## src/hw/typec_phy_attach_select_pkg.sv

```systemverilog
// Constants, field positions and reset values for the Type-C PHY attach selector
package typec_phy_attach_select_pkg;

    // ------------------------------------------------------------------
    // Sizes
    // ------------------------------------------------------------------
    localparam int NUM_PORTS = 3;
    localparam int ADDR_W = 8;
    localparam int DATA_W = 32;
    localparam int SYNC_W = 14;

    // ------------------------------------------------------------------
    // Register offsets (byte addresses)
    // ------------------------------------------------------------------
    localparam logic [ADDR_W-1:0] REG_CTRL_OFS = 8'h00;
    localparam logic [ADDR_W-1:0] REG_STATUS_OFS = 8'h04;
    localparam logic [ADDR_W-1:0] REG_INPUTS_OFS = 8'h08;

    // ------------------------------------------------------------------
    // Field positions
    // ------------------------------------------------------------------
    localparam int CTRL_MASK_LSB = 0;
    localparam int STS_PHYA_LSB = 0;
    localparam int STS_PHYB_LSB = 3;
    localparam int STS_MODE_BIT = 6;
    localparam int STS_POL_BIT = 7;
    localparam int STS_PWR_LSB = 8;
    localparam int IN_ATTACH_LSB = 0;
    localparam int IN_ORIENT_LSB = 3;
    localparam int IN_SIDEA_LSB = 6;
    localparam int IN_SIDEB_LSB = 9;
    localparam int IN_POL_BIT = 12;
    localparam int IN_MODE_BIT = 13;

    // ------------------------------------------------------------------
    // Reset values
    // ------------------------------------------------------------------
    localparam logic [NUM_PORTS-1:0] CTRL_MASK_RST = 3'h7;
    localparam logic [NUM_PORTS-1:0] PHY_EN_RST = 3'h0;
    localparam logic [SYNC_W-1:0] SYNC_RST = 14'h0000;
    localparam logic [DATA_W-1:0] RD_DATA_RST = 32'h0000_0000;

endpackage

```

## src/hw/pin_input_sync.sv

```systemverilog
// Three-stage pin synchroniser with agreement filter
module pin_input_sync
    import typec_phy_attach_select_pkg::*;
(
    input wire logic ref_clk,
    input wire logic nrst,
    input wire logic [SYNC_W-1:0] pinIn,
    output logic [SYNC_W-1:0] levelOut
);

    logic [SYNC_W-1:0] stage1_q;
    logic [SYNC_W-1:0] stage2_q;
    logic [SYNC_W-1:0] stage3_q;
    logic [SYNC_W-1:0] level_q;
    logic [SYNC_W-1:0] level_d;

    // ------------------------------------------------------------------
    // Filter: a bit moves only once stages two and three agree
    // ------------------------------------------------------------------
    always_comb
    begin
        level_d = level_q;
        for (int b = 0; b < SYNC_W; b++)
        begin
            if (stage2_q[b] == stage3_q[b])
            begin
                level_d[b] = stage3_q[b];
            end
        end
    end

    // Stage one feeds stage two only, so metastability never reaches logic
    always_ff @(posedge ref_clk or negedge nrst)
    begin
        if (!nrst)
        begin
            stage1_q <= SYNC_RST;
            stage2_q <= SYNC_RST;
            stage3_q <= SYNC_RST;
            level_q <= SYNC_RST;
        end
        else
        begin
            stage1_q <= pinIn;
            stage2_q <= stage1_q;
            stage3_q <= stage2_q;
            level_q <= level_d;
        end
    end

    assign levelOut = level_q;

    // ------------------------------------------------------------------
    // Checks
    // ------------------------------------------------------------------
    property p_sync_follow;
        @(posedge ref_clk) disable iff (!nrst)
        1'b1 |=> (((level_q ^ $past(stage3_q)) & ~$past(stage2_q ^ stage3_q)) == SYNC_RST);
    endproperty
    a_sync_follow: assert property (p_sync_follow) else $error("Filter missed agreed level");

    property p_sync_hold;
        @(posedge ref_clk) disable iff (!nrst)
        1'b1 |=> (((level_q ^ $past(level_q)) & $past(stage2_q ^ stage3_q)) == SYNC_RST);
    endproperty
    a_sync_hold: assert property (p_sync_hold) else $error("Filter moved on disagreement");

endmodule // pin_input_sync

```

## src/hw/typec_phy_attach_select.sv

```systemverilog
// Type-C attach and orientation decode driving per-port PHY enables
module typec_phy_attach_select
    import typec_phy_attach_select_pkg::*;
(
    input wire logic ref_clk,
    input wire logic nrst,
    input wire logic [NUM_PORTS-1:0] portAttachIn,
    input wire logic [NUM_PORTS-1:0] portOrientationIn,
    input wire logic [NUM_PORTS-1:0] orientAAttachIn,
    input wire logic [NUM_PORTS-1:0] orientBAttachIn,
    input wire logic attachPolaritySel,
    input wire logic controlModeTwoSel,
    input wire logic [ADDR_W-1:0] regAddr,
    input wire logic [DATA_W-1:0] regWrData,
    input wire logic regWrStrobe,
    input wire logic regRdStrobe,
    output logic [DATA_W-1:0] regRdData,
    output logic [NUM_PORTS-1:0] phyEnA,
    output logic [NUM_PORTS-1:0] phyEnB,
    output logic [NUM_PORTS-1:0] phyPwrEn
);

    // ------------------------------------------------------------------
    // Pin synchronisation
    // ------------------------------------------------------------------
    logic [SYNC_W-1:0] rawPins;
    logic [SYNC_W-1:0] syncPins;
    logic [NUM_PORTS-1:0] attachLvl;
    logic [NUM_PORTS-1:0] orientLvl;
    logic [NUM_PORTS-1:0] sideALvl;
    logic [NUM_PORTS-1:0] sideBLvl;
    logic polLvl;
    logic modeTwo;

    // All pins travel together through one synchroniser bank
    assign rawPins = {controlModeTwoSel, attachPolaritySel, orientBAttachIn,
                      orientAAttachIn, portOrientationIn, portAttachIn};

    pin_input_sync u_sync (
        .ref_clk(ref_clk),
        .nrst(nrst),
        .pinIn(rawPins),
        .levelOut(syncPins)
    );

    // Field split of the synchronised levels
    assign attachLvl = syncPins[IN_ATTACH_LSB +: NUM_PORTS];
    assign orientLvl = syncPins[IN_ORIENT_LSB +: NUM_PORTS];
    assign sideALvl = syncPins[IN_SIDEA_LSB +: NUM_PORTS];
    assign sideBLvl = syncPins[IN_SIDEB_LSB +: NUM_PORTS];
    assign polLvl = syncPins[IN_POL_BIT];
    assign modeTwo = syncPins[IN_MODE_BIT];

    // ------------------------------------------------------------------
    // Per-port decode
    // ------------------------------------------------------------------
    logic [NUM_PORTS-1:0] wantA;
    logic [NUM_PORTS-1:0] wantB;
    logic [NUM_PORTS-1:0] portMask_q;

    // Polarity is a plain XOR so one decode serves both strap settings
    for (genvar p = 0; p < NUM_PORTS; p++)
    begin : g_port
        logic attached;
        logic sideIsB;
        logic sideAOn;
        logic sideBOn;
        assign attached = attachLvl[p] ^ polLvl;
        assign sideIsB = orientLvl[p] ^ polLvl;
        assign sideAOn = sideALvl[p] ^ polLvl;
        assign sideBOn = sideBLvl[p] ^ polLvl;
        // Mode one uses only this port's attach and orientation levels
        assign wantA[p] = portMask_q[p] &
                          (modeTwo ? sideAOn : (attached & ~sideIsB));
        assign wantB[p] = portMask_q[p] &
                          (modeTwo ? sideBOn : (attached & sideIsB));
    end

    // ------------------------------------------------------------------
    // PHY enable registers
    // ------------------------------------------------------------------
    logic [NUM_PORTS-1:0] phyEnA_q;
    logic [NUM_PORTS-1:0] phyEnA_d;
    logic [NUM_PORTS-1:0] phyEnB_q;
    logic [NUM_PORTS-1:0] phyEnB_d;
    logic [NUM_PORTS-1:0] phyPwr_q;
    logic [NUM_PORTS-1:0] phyPwr_d;

    // Pair power follows either side so an idle port draws no PHY current
    always_comb
    begin
        phyEnA_d = wantA;
        phyEnB_d = wantB;
        phyPwr_d = wantA | wantB;
    end

    always_ff @(posedge ref_clk or negedge nrst)
    begin
        if (!nrst)
        begin
            phyEnA_q <= PHY_EN_RST;
            phyEnB_q <= PHY_EN_RST;
            phyPwr_q <= PHY_EN_RST;
        end
        else
        begin
            phyEnA_q <= phyEnA_d;
            phyEnB_q <= phyEnB_d;
            phyPwr_q <= phyPwr_d;
        end
    end

    assign phyEnA = phyEnA_q;
    assign phyEnB = phyEnB_q;
    assign phyPwrEn = phyPwr_q;

    // ------------------------------------------------------------------
    // Register port
    // ------------------------------------------------------------------
    logic [NUM_PORTS-1:0] portMask_d;
    logic [DATA_W-1:0] rdData_q;
    logic [DATA_W-1:0] rdData_d;

    // Control write and read mux; unmapped reads return zero
    always_comb
    begin
        portMask_d = portMask_q;
        rdData_d = RD_DATA_RST;
        if (regWrStrobe && (regAddr == REG_CTRL_OFS))
        begin
            portMask_d = regWrData[CTRL_MASK_LSB +: NUM_PORTS];
        end
        if (regRdStrobe)
        begin
            case (regAddr)
                REG_CTRL_OFS:
                begin
                    rdData_d[CTRL_MASK_LSB +: NUM_PORTS] = portMask_q;
                end
                REG_STATUS_OFS:
                begin
                    rdData_d[STS_PHYA_LSB +: NUM_PORTS] = phyEnA_q;
                    rdData_d[STS_PHYB_LSB +: NUM_PORTS] = phyEnB_q;
                    rdData_d[STS_MODE_BIT] = modeTwo;
                    rdData_d[STS_POL_BIT] = polLvl;
                    rdData_d[STS_PWR_LSB +: NUM_PORTS] = phyPwr_q;
                end
                REG_INPUTS_OFS:
                begin
                    rdData_d[SYNC_W-1:0] = syncPins;
                end
                default:
                begin
                    rdData_d = RD_DATA_RST;
                end
            endcase
        end
    end

    // Read data stand for exactly the cycle after the strobe
    always_ff @(posedge ref_clk or negedge nrst)
    begin
        if (!nrst)
        begin
            portMask_q <= CTRL_MASK_RST;
            rdData_q <= RD_DATA_RST;
        end
        else
        begin
            portMask_q <= portMask_d;
            rdData_q <= rdData_d;
        end
    end

    assign regRdData = rdData_q;

    // ------------------------------------------------------------------
    // Checks
    // ------------------------------------------------------------------
    property p_mode1_power;
        @(posedge ref_clk) disable iff (!nrst)
        !modeTwo |=> (phyPwr_q == $past((attachLvl ^ {NUM_PORTS{polLvl}}) & portMask_q));
    endproperty
    a_mode1_power: assert property (p_mode1_power) else $error("Mode one power mismatch");

    property p_pol_low_attach;
        @(posedge ref_clk) disable iff (!nrst)
        (!modeTwo && !polLvl) |=> (phyPwr_q == $past(attachLvl & portMask_q));
    endproperty
    a_pol_low_attach: assert property (p_pol_low_attach) else $error("Active-high attach wrong");

    property p_pol_high_attach;
        @(posedge ref_clk) disable iff (!nrst)
        (!modeTwo && polLvl) |=> (phyPwr_q == $past(~attachLvl & portMask_q));
    endproperty
    a_pol_high_attach: assert property (p_pol_high_attach) else $error("Active-low attach wrong");

    property p_pol_low_orient;
        @(posedge ref_clk) disable iff (!nrst)
        (!modeTwo && !polLvl) |=> (phyEnB_q == $past(attachLvl & orientLvl & portMask_q))
            && (phyEnA_q == $past(attachLvl & ~orientLvl & portMask_q));
    endproperty
    a_pol_low_orient: assert property (p_pol_low_orient) else $error("Orientation low pol wrong");

    property p_pol_high_orient;
        @(posedge ref_clk) disable iff (!nrst)
        (!modeTwo && polLvl) |=> (phyEnA_q == $past(~attachLvl & orientLvl & portMask_q))
            && (phyEnB_q == $past(~attachLvl & ~orientLvl & portMask_q));
    endproperty
    a_pol_high_orient: assert property (p_pol_high_orient) else $error("Orientation high pol wrong");

    property p_mode1_one_side;
        @(posedge ref_clk) disable iff (!nrst)
        !modeTwo |=> ((phyEnA_q & phyEnB_q) == PHY_EN_RST) && ((phyEnA_q | phyEnB_q) == phyPwr_q);
    endproperty
    a_mode1_one_side: assert property (p_mode1_one_side) else $error("Both sides on in mode one");

    property p_mode2_side_b;
        @(posedge ref_clk) disable iff (!nrst)
        modeTwo |=> (phyEnB_q == $past((sideBLvl ^ {NUM_PORTS{polLvl}}) & portMask_q));
    endproperty
    a_mode2_side_b: assert property (p_mode2_side_b) else $error("Mode two side B wrong");

    property p_mode2_side_a;
        @(posedge ref_clk) disable iff (!nrst)
        (modeTwo && !polLvl) |=> (phyEnA_q == $past(sideALvl & portMask_q));
    endproperty
    a_mode2_side_a: assert property (p_mode2_side_a) else $error("Mode two side A wrong");

    property p_mode2_pol_high;
        @(posedge ref_clk) disable iff (!nrst)
        (modeTwo && polLvl) |=> (phyEnA_q == $past(~sideALvl & portMask_q));
    endproperty
    a_mode2_pol_high: assert property (p_mode2_pol_high) else $error("Side A polarity wrong");

    property p_mode1_ignores_side;
        @(posedge ref_clk) disable iff (!nrst)
        (!modeTwo && $stable(attachLvl) && $stable(orientLvl) && $stable(polLvl)
            && $stable(portMask_q) && $past(!modeTwo))
            |=> $stable(phyEnA_q) && $stable(phyEnB_q);
    endproperty
    a_mode1_ignores_side: assert property (p_mode1_ignores_side) else $error("Side pins leaked");

    property p_read_one_cycle;
        @(posedge ref_clk) disable iff (!nrst)
        !regRdStrobe |=> (rdData_q == RD_DATA_RST);
    endproperty
    a_read_one_cycle: assert property (p_read_one_cycle) else $error("Read data stood too long");

    // Pair power must never disagree with the side enables, even in mode two
    property p_pair_power;
        @(posedge ref_clk) disable iff (!nrst)
        1'b1 |-> (phyPwr_q == (phyEnA_q | phyEnB_q));
    endproperty
    a_pair_power: assert property (p_pair_power) else $error("Pair power not side union");

    property p_masked_off;
        @(posedge ref_clk) disable iff (!nrst)
        1'b1 |=> ((phyPwr_q & ~$past(portMask_q)) == PHY_EN_RST);
    endproperty
    a_masked_off: assert property (p_masked_off) else $error("Masked port powered");

    property p_mask_write;
        @(posedge ref_clk) disable iff (!nrst)
        (regWrStrobe && (regAddr == REG_CTRL_OFS))
            |=> (portMask_q == $past(regWrData[CTRL_MASK_LSB +: NUM_PORTS]));
    endproperty
    a_mask_write: assert property (p_mask_write) else $error("Mask write lost");

    property p_status_read;
        @(posedge ref_clk) disable iff (!nrst)
        (regRdStrobe && (regAddr == REG_STATUS_OFS))
            |=> (rdData_q[STS_PWR_LSB +: NUM_PORTS] == $past(phyPwr_q));
    endproperty
    a_status_read: assert property (p_status_read) else $error("Status power field wrong");

    property p_inputs_read;
        @(posedge ref_clk) disable iff (!nrst)
        (regRdStrobe && (regAddr == REG_INPUTS_OFS))
            |=> (rdData_q[SYNC_W-1:0] == $past(syncPins));
    endproperty
    a_inputs_read: assert property (p_inputs_read) else $error("Input levels read wrong");

    property p_unmapped_read;
        @(posedge ref_clk) disable iff (!nrst)
        (regRdStrobe && (regAddr != REG_CTRL_OFS) && (regAddr != REG_STATUS_OFS)
            && (regAddr != REG_INPUTS_OFS)) |=> (rdData_q == RD_DATA_RST);
    endproperty
    a_unmapped_read: assert property (p_unmapped_read) else $error("Unmapped read not zero");

    property p_mode2_ignores_pins;
        @(posedge ref_clk) disable iff (!nrst)
        (modeTwo && $stable(sideALvl) && $stable(sideBLvl) && $stable(polLvl)
            && $stable(portMask_q) && $past(modeTwo))
            |=> $stable(phyEnA_q) && $stable(phyEnB_q);
    endproperty
    a_mode2_ignores_pins: assert property (p_mode2_ignores_pins) else $error("Mode one pins leaked");

    // Main scenarios
    c_mode1_side_a: cover property (@(posedge ref_clk) disable iff (!nrst)
        !modeTwo && !polLvl && (phyEnA_q != PHY_EN_RST));
    c_mode1_side_b: cover property (@(posedge ref_clk) disable iff (!nrst)
        !modeTwo && polLvl && (phyEnB_q != PHY_EN_RST));
    c_mode2_both: cover property (@(posedge ref_clk) disable iff (!nrst)
        modeTwo && ((phyEnA_q & phyEnB_q) != PHY_EN_RST));
    c_mask_write: cover property (@(posedge ref_clk) disable iff (!nrst)
        regWrStrobe && (regAddr == REG_CTRL_OFS) ##1 (portMask_q != CTRL_MASK_RST));
    c_all_ports_on: cover property (@(posedge ref_clk) disable iff (!nrst)
        !modeTwo && (phyPwr_q == {NUM_PORTS{1'b1}}));

endmodule // typec_phy_attach_select

```

## config.mk

```make
export PLATFORM = sky130hd
export DESIGN_NAME = typec_phy_attach_select
export DESIGN_NICKNAME = d
export VERILOG_FILES = /design/src/hw/typec_phy_attach_select_pkg.sv /design/src/hw/pin_input_sync.sv /design/src/hw/typec_phy_attach_select.sv
export SDC_FILE = /design/constraint.sdc
export NUM_CORES = 1
export LEC_CHECK = 0
export BUFFER_PORTS_ARGS = -buffer_cell sky130_fd_sc_hd__buf_2
export CORE_ASPECT_RATIO = 1.25
export CORE_MARGIN = 2
export CORE_UTILIZATION = 35
export DETAILED_ROUTE_END_ITERATION = 10
export PLACE_DENSITY_LB_ADDON = 0.12
export SKIP_LAST_GASP = 1
export SLEW_MARGIN = 20
export SYNTH_ARGS = -nofsm -noshare
export SYNTH_HDL_FRONTEND = slang
export SYNTH_HIERARCHICAL = 1
export SYNTH_SLANG_ARGS = --single-unit
```

## constraint.sdc

```tcl
create_clock -name ref_clk -period 1.4 [get_ports ref_clk]
set_input_delay 0 -clock ref_clk [delete_from_list [all_inputs] [get_ports ref_clk]]
set_output_delay 0 -clock ref_clk [all_outputs]
set_load 0.01 [all_outputs]
```

==> After elaboration in Yosys (flattened, before gate mapping) <==
Cells that the tools add are included.
{ "op_classes": {"bitwise": 28, "n_eq_ne": 16, "mux": 10, "reduce_logical": 2} }
{ "op_table": {"columns": ["operator", "n"], "rows": [
  ["8-bit case mux with 2 select lines", 1],
  ["1-bit equality test", 14],
  ["14-bit two-way mux", 1],
  ["1-bit AND", 12],
  ["1-bit bitwise XOR", 12],
  ["3-bit case mux with 3 select lines", 1],
  ["8-bit by 3-bit equality test with 1-bit output (second input constant)", 1],
  ["8-bit by 4-bit equality test with 1-bit output (second input constant)", 1],
  ["8-bit logical NOT", 1],
  ["1-bit two-way mux", 6],
  ["3-bit two-way mux", 1],
  ["1-bit NOT", 3],
  ["3-bit bitwise OR", 1],
  ["1-bit logical AND", 1]
]} }
{ "word_totals": {"out_inout_bits": 41, "inputBits": 58, "regBits": 82} }

==> Depth between registers and ports, before layout <==
{ "logic_depth": {"depth_word": 6, "mapped_depth": 5, "ltp_nobuf": 3} }

==> Hierarchy <==
The synthesis kept the hierarchy.
{ "modules_own_cells": {"columns": ["mod", "instances", "area_per_inst_um2", "cells_per_inst"], "rows": [
  ["pin_input_sync", 1, 1559.0, 70],
  ["typec_phy_attach_select", 1, 1360.1, 128]
]} }

==> Worst setup path after synthesis <==
No wires, ideal clock.
{ "synth_timing": {"path_type": "reg2reg", "startpoint": "reg u_sync.level_q[13] (netlist: u_sync/levelOut[13])", "endpoint": "reg phyPwr_q[1] (netlist: phyPwrEn[1])", "setup_ns": 0.122, "synth_period_minus_slack_ns": 1.255, "path_slack_ns": 0.145, "required_time_ns": 1.278, "arrival_ns": 1.133, "stages_incl_launch_ff": 4, "cell_sequence": "dfrtp_1 -> buf_2 -> a221o_1 -> a32o_1"} }
{ "synth_between": {"elab_chain_cells": 3, "elab_cells_between_ends": 5} }
{ "synth_lines": {"columns": ["element", "line", "source"], "rows": [
  ["from (decl)", "pin_input_sync.sv:14", "logic [SYNC_W-1:0] level_q;"],
  ["from (signal assigned)", "pin_input_sync.sv:47", "level_q <= level_d;"],
  ["1-bit two-way mux (on tied branches)", "typec_phy_attach_select.sv:74, typec_phy_attach_select.sv:76", null],
  ["1-bit AND (on tied branches)", "typec_phy_attach_select.sv:73, typec_phy_attach_select.sv:75", null],
  ["3-bit bitwise OR *", "typec_phy_attach_select.sv:94", "phyPwr_d = wantA | wantB;"],
  ["named net phyPwr_d[1]", "typec_phy_attach_select.sv:87", "logic [NUM_PORTS-1:0] phyPwr_d;"],
  ["to (signal assigned)", "typec_phy_attach_select.sv:109", "phyPwr_q <= phyPwr_d;"],
  ["to (decl)", "typec_phy_attach_select.sv:86", "logic [NUM_PORTS-1:0] phyPwr_q;"]
]} }
Mark *: on every way through the listed nets, which the timed path passes. The rest lies on a longest branch.
A chain may end at the register's enable or synchronous reset.

==> Worst setup path in the final report <==
{ "layout_timing": {"startpoint": "reg u_sync.level_q[13] (netlist: u_sync/levelOut[13])", "endpoint": "reg phyPwr_q[2] (netlist: phyPwrEn[2])"} }
Same word-level chain as after synthesis.

==> run summary <==
CTS Root Buffer Type: clkbuf_8
Yosys top cell by area: dfrtp_1
startpoint types: flip-flop
Pre-antenna DRT Iters: 4
fin crit share: 96.7%
first-pass GRT wire length: 8.34 mm
Min-Delay Path Class: input pin to flip-flop
gr ovfl total: 0
Synth Instances: 198
final worst path period need: 1.35 ns
synthesized area per cell: 14.7 µm²
wire length per cell: 12.8 µm
Peak VDD IR: 0.505 mV
# port buffers: 51
Starting Density: 35.8%
Sink Count: 82
Final Util: 45.6%
CTS clock-pin slew for the worst setup and hold paths: 0.08 ns
DRC: 0
CTS Buf Count: 9
die height: 106 µm
vias in the first global route: 1694
total number of vias: 1731
gr usage total: 12.2%
Post-synth EDFFs: 0
hpwl dp: 3.42 mm
critical path arrival: 1.59 ns
clk buf depth: 2
Area growth syn-to-layout: 27.4%
WS Path Type: flip-flop to flip-flop
die area: 0.00909 mm²
TritonCTS clock tree: yes
Boundary Pins: 99
WHS: 0.132 ns
Required @ worst endpoint: 1.63 ns
Most used DFF post-synth: dfrtp_1
via/cell ratio: 4.45
sequential area share after synthesis: 70.4%
Setup crit end kind: flip-flop
final setup vio count: 0
Layout Skew: 0.00596 ns
First DRT Iteration DRCs: 107
most frequent cell after synthesis: dfrtp_1
n_diodes: 0
FP Rows: 37
max_cap viols: 0
crit-path max FO: 8
f_max: 739 MHz
Synth top cells by count: 79 x dfrtp_1, 19 x buf_4, 17 x nor2_1
Syn Std Cell Area: 0.00292 mm²
share of cells above drive strength 1: 35.6%
post-synthesis register bit count: 82
post-route ant nets: 0
initial antenna violation count: 0
H-tree lvl count: 3
count of cell types in the netlist: 30
Power Density: 1230 mW/mm²
Final nets: 345
later-pin clock latency in the skew report: 0.34 ns
asr flop ratio synth: 100%
chip width: 85.7 µm
final wirelength: 4.96 mm
fill cell count: 755
share of the synthesized area in the top cell type: 67.7%
main area contributors after synthesis: dfrtp_1 68%, maj3_2 5.4%, buf_4 4.9%
Hold Violations, Final: 0
status: completed
gpl congestion: 0.740
fin. max-slew vios: 0
Ys Warns: 6
Lkg Pwr: 1.76 nW
largest net degree at the start of global routing: 35
core region area: 0.00815 mm²
## sequential cells by signal (all words and copies together), names as in the netlist
register,flops
u_sync/stage2_q,14
phyEnA,3
portMask_q,3
u_sync/stage3_q,14
regRdData,14
u_sync/stage1_q,14
phyEnB,3
u_sync/levelOut,14
phyPwrEn,3
## worst max-delay path: stages (launching register included)
cell     delay, ns
dfrtp_2       0.45
buf_6         0.15
nor2_1        0.05
a221o_1       0.33
a32o_2        0.27
## logic make-up after synthesis
family	share of synthesized area, %
other	0.128
buffers and inverters	6.00
multiplexers	2.19
adder cells (fa/ha/maj)	5.40
AO/OA/AOI/OAI	7.97
AND/OR/NAND/NOR	7.89
flip-flops	70.4
## per-layer routing
metal,up-vias,part of all wire (%),GRT usage (%)
met5,-,0,0
met4,0,2.7,7.82
met3,10,5.2,3.57
met2,52,46,17.0
met1,829,46,16.4
li1,840,-,-
## report_power, final
part | leakage, nW | switching, mW | internal [mW] | total, mW
Sequential | 1.00 | 0.110 | 2.49 | 2.60
Clock | 0.0944 | 0.803 | 0.783 | 1.59
Combinational | 0.667 | 0.185 | 0.220 | 0.405
Total | 1.76 | 1.10 | 3.49 | 4.59
## through the flow
| step | instance area [µm²] | worst slack [ns] | power, mW | TNS (ns) | std cells |
|---|---|---|---|---|---|
| 6_report | 3720 | 0.0464 | 4.59 | 0 | 389 |
| 5_1_grt | 3720 | -0.0105 | 4.82 | -0.0105 | 389 |
| 4_1_cts | 3690 | 0.0257 | 4.65 | 0 | 386 |
| 3_5_place_dp | 3280 | -0.0392 | 2.99 | -0.122 | 348 |
| 3_3_place_gp | 3280 | 0.00671 | 2.99 | 0 | 348 |
| 2_1_floorplan | 2980 | 0.145 | 2.85 | 0 | 215 |
## worst paths after layout
| check | startpoint | to | slack (ns) | depth (start not counted) |
|---|---|---|---|---|
| worst max-delay path | u_sync/levelOut[13] | phyPwrEn[2] | 0.05 | 4 |
| worst min-delay path | regWrStrobe | portMask_q[0] | 0.13 | 3 |
| worst max register to register | u_sync/levelOut[13] | phyPwrEn[2] | 0.05 | 4 |
| worst min register to register | u_sync/stage1_q[6] | u_sync/stage2_q[6] | 0.35 | 0 |
| max in group asynchronous | nrst | portMask_q[1] | 0.68 | 3 |
| min in group asynchronous | nrst | u_sync/stage1_q[6] | 0.14 | 2 |
## final cells by class
cell class / count / area, µm² / share of cell area, %
multi-input cells: 107 / 753 / 20.3
clock inverters: 4 / 25.0 / 0.673
repair buffers: 86 / 592 / 15.9
clock buffers: 12 / 165 / 4.44
inverters: 1 / 3.75 / 0.101
flip-flops and latches: 82 / 2060 / 55.3
well taps: 97 / 121 / 3.26
## timing repair
| action | CTS | global route |
|---|---|---|
| hold buffers | 22 | 0 |
| setup buffers | 0 | 3 |
| endpoints found under the hold margin | 99 | 0 |
| pin swaps | 0 | 0 |
| setup endpoints to repair | 4 | 4 |
| gates resized for setup | 1 | 5 |
## cell usage in the layout, fill, tap and decap left out, types with 8 or more instances in the layout
| master | n |
|---|---|
| buf_2 | 50 |
| clkbuf_8 | 12 |
| buf_4 | 12 |
| nor2_1 | 17 |
| a22oi_1 | 8 |
| dlygate4sd3_1 | 22 |
| conb_1 | 18 |
| maj3_2 | 14 |
| dfrtp_1 | 77 |
Power figures use the tool's default switching activity.
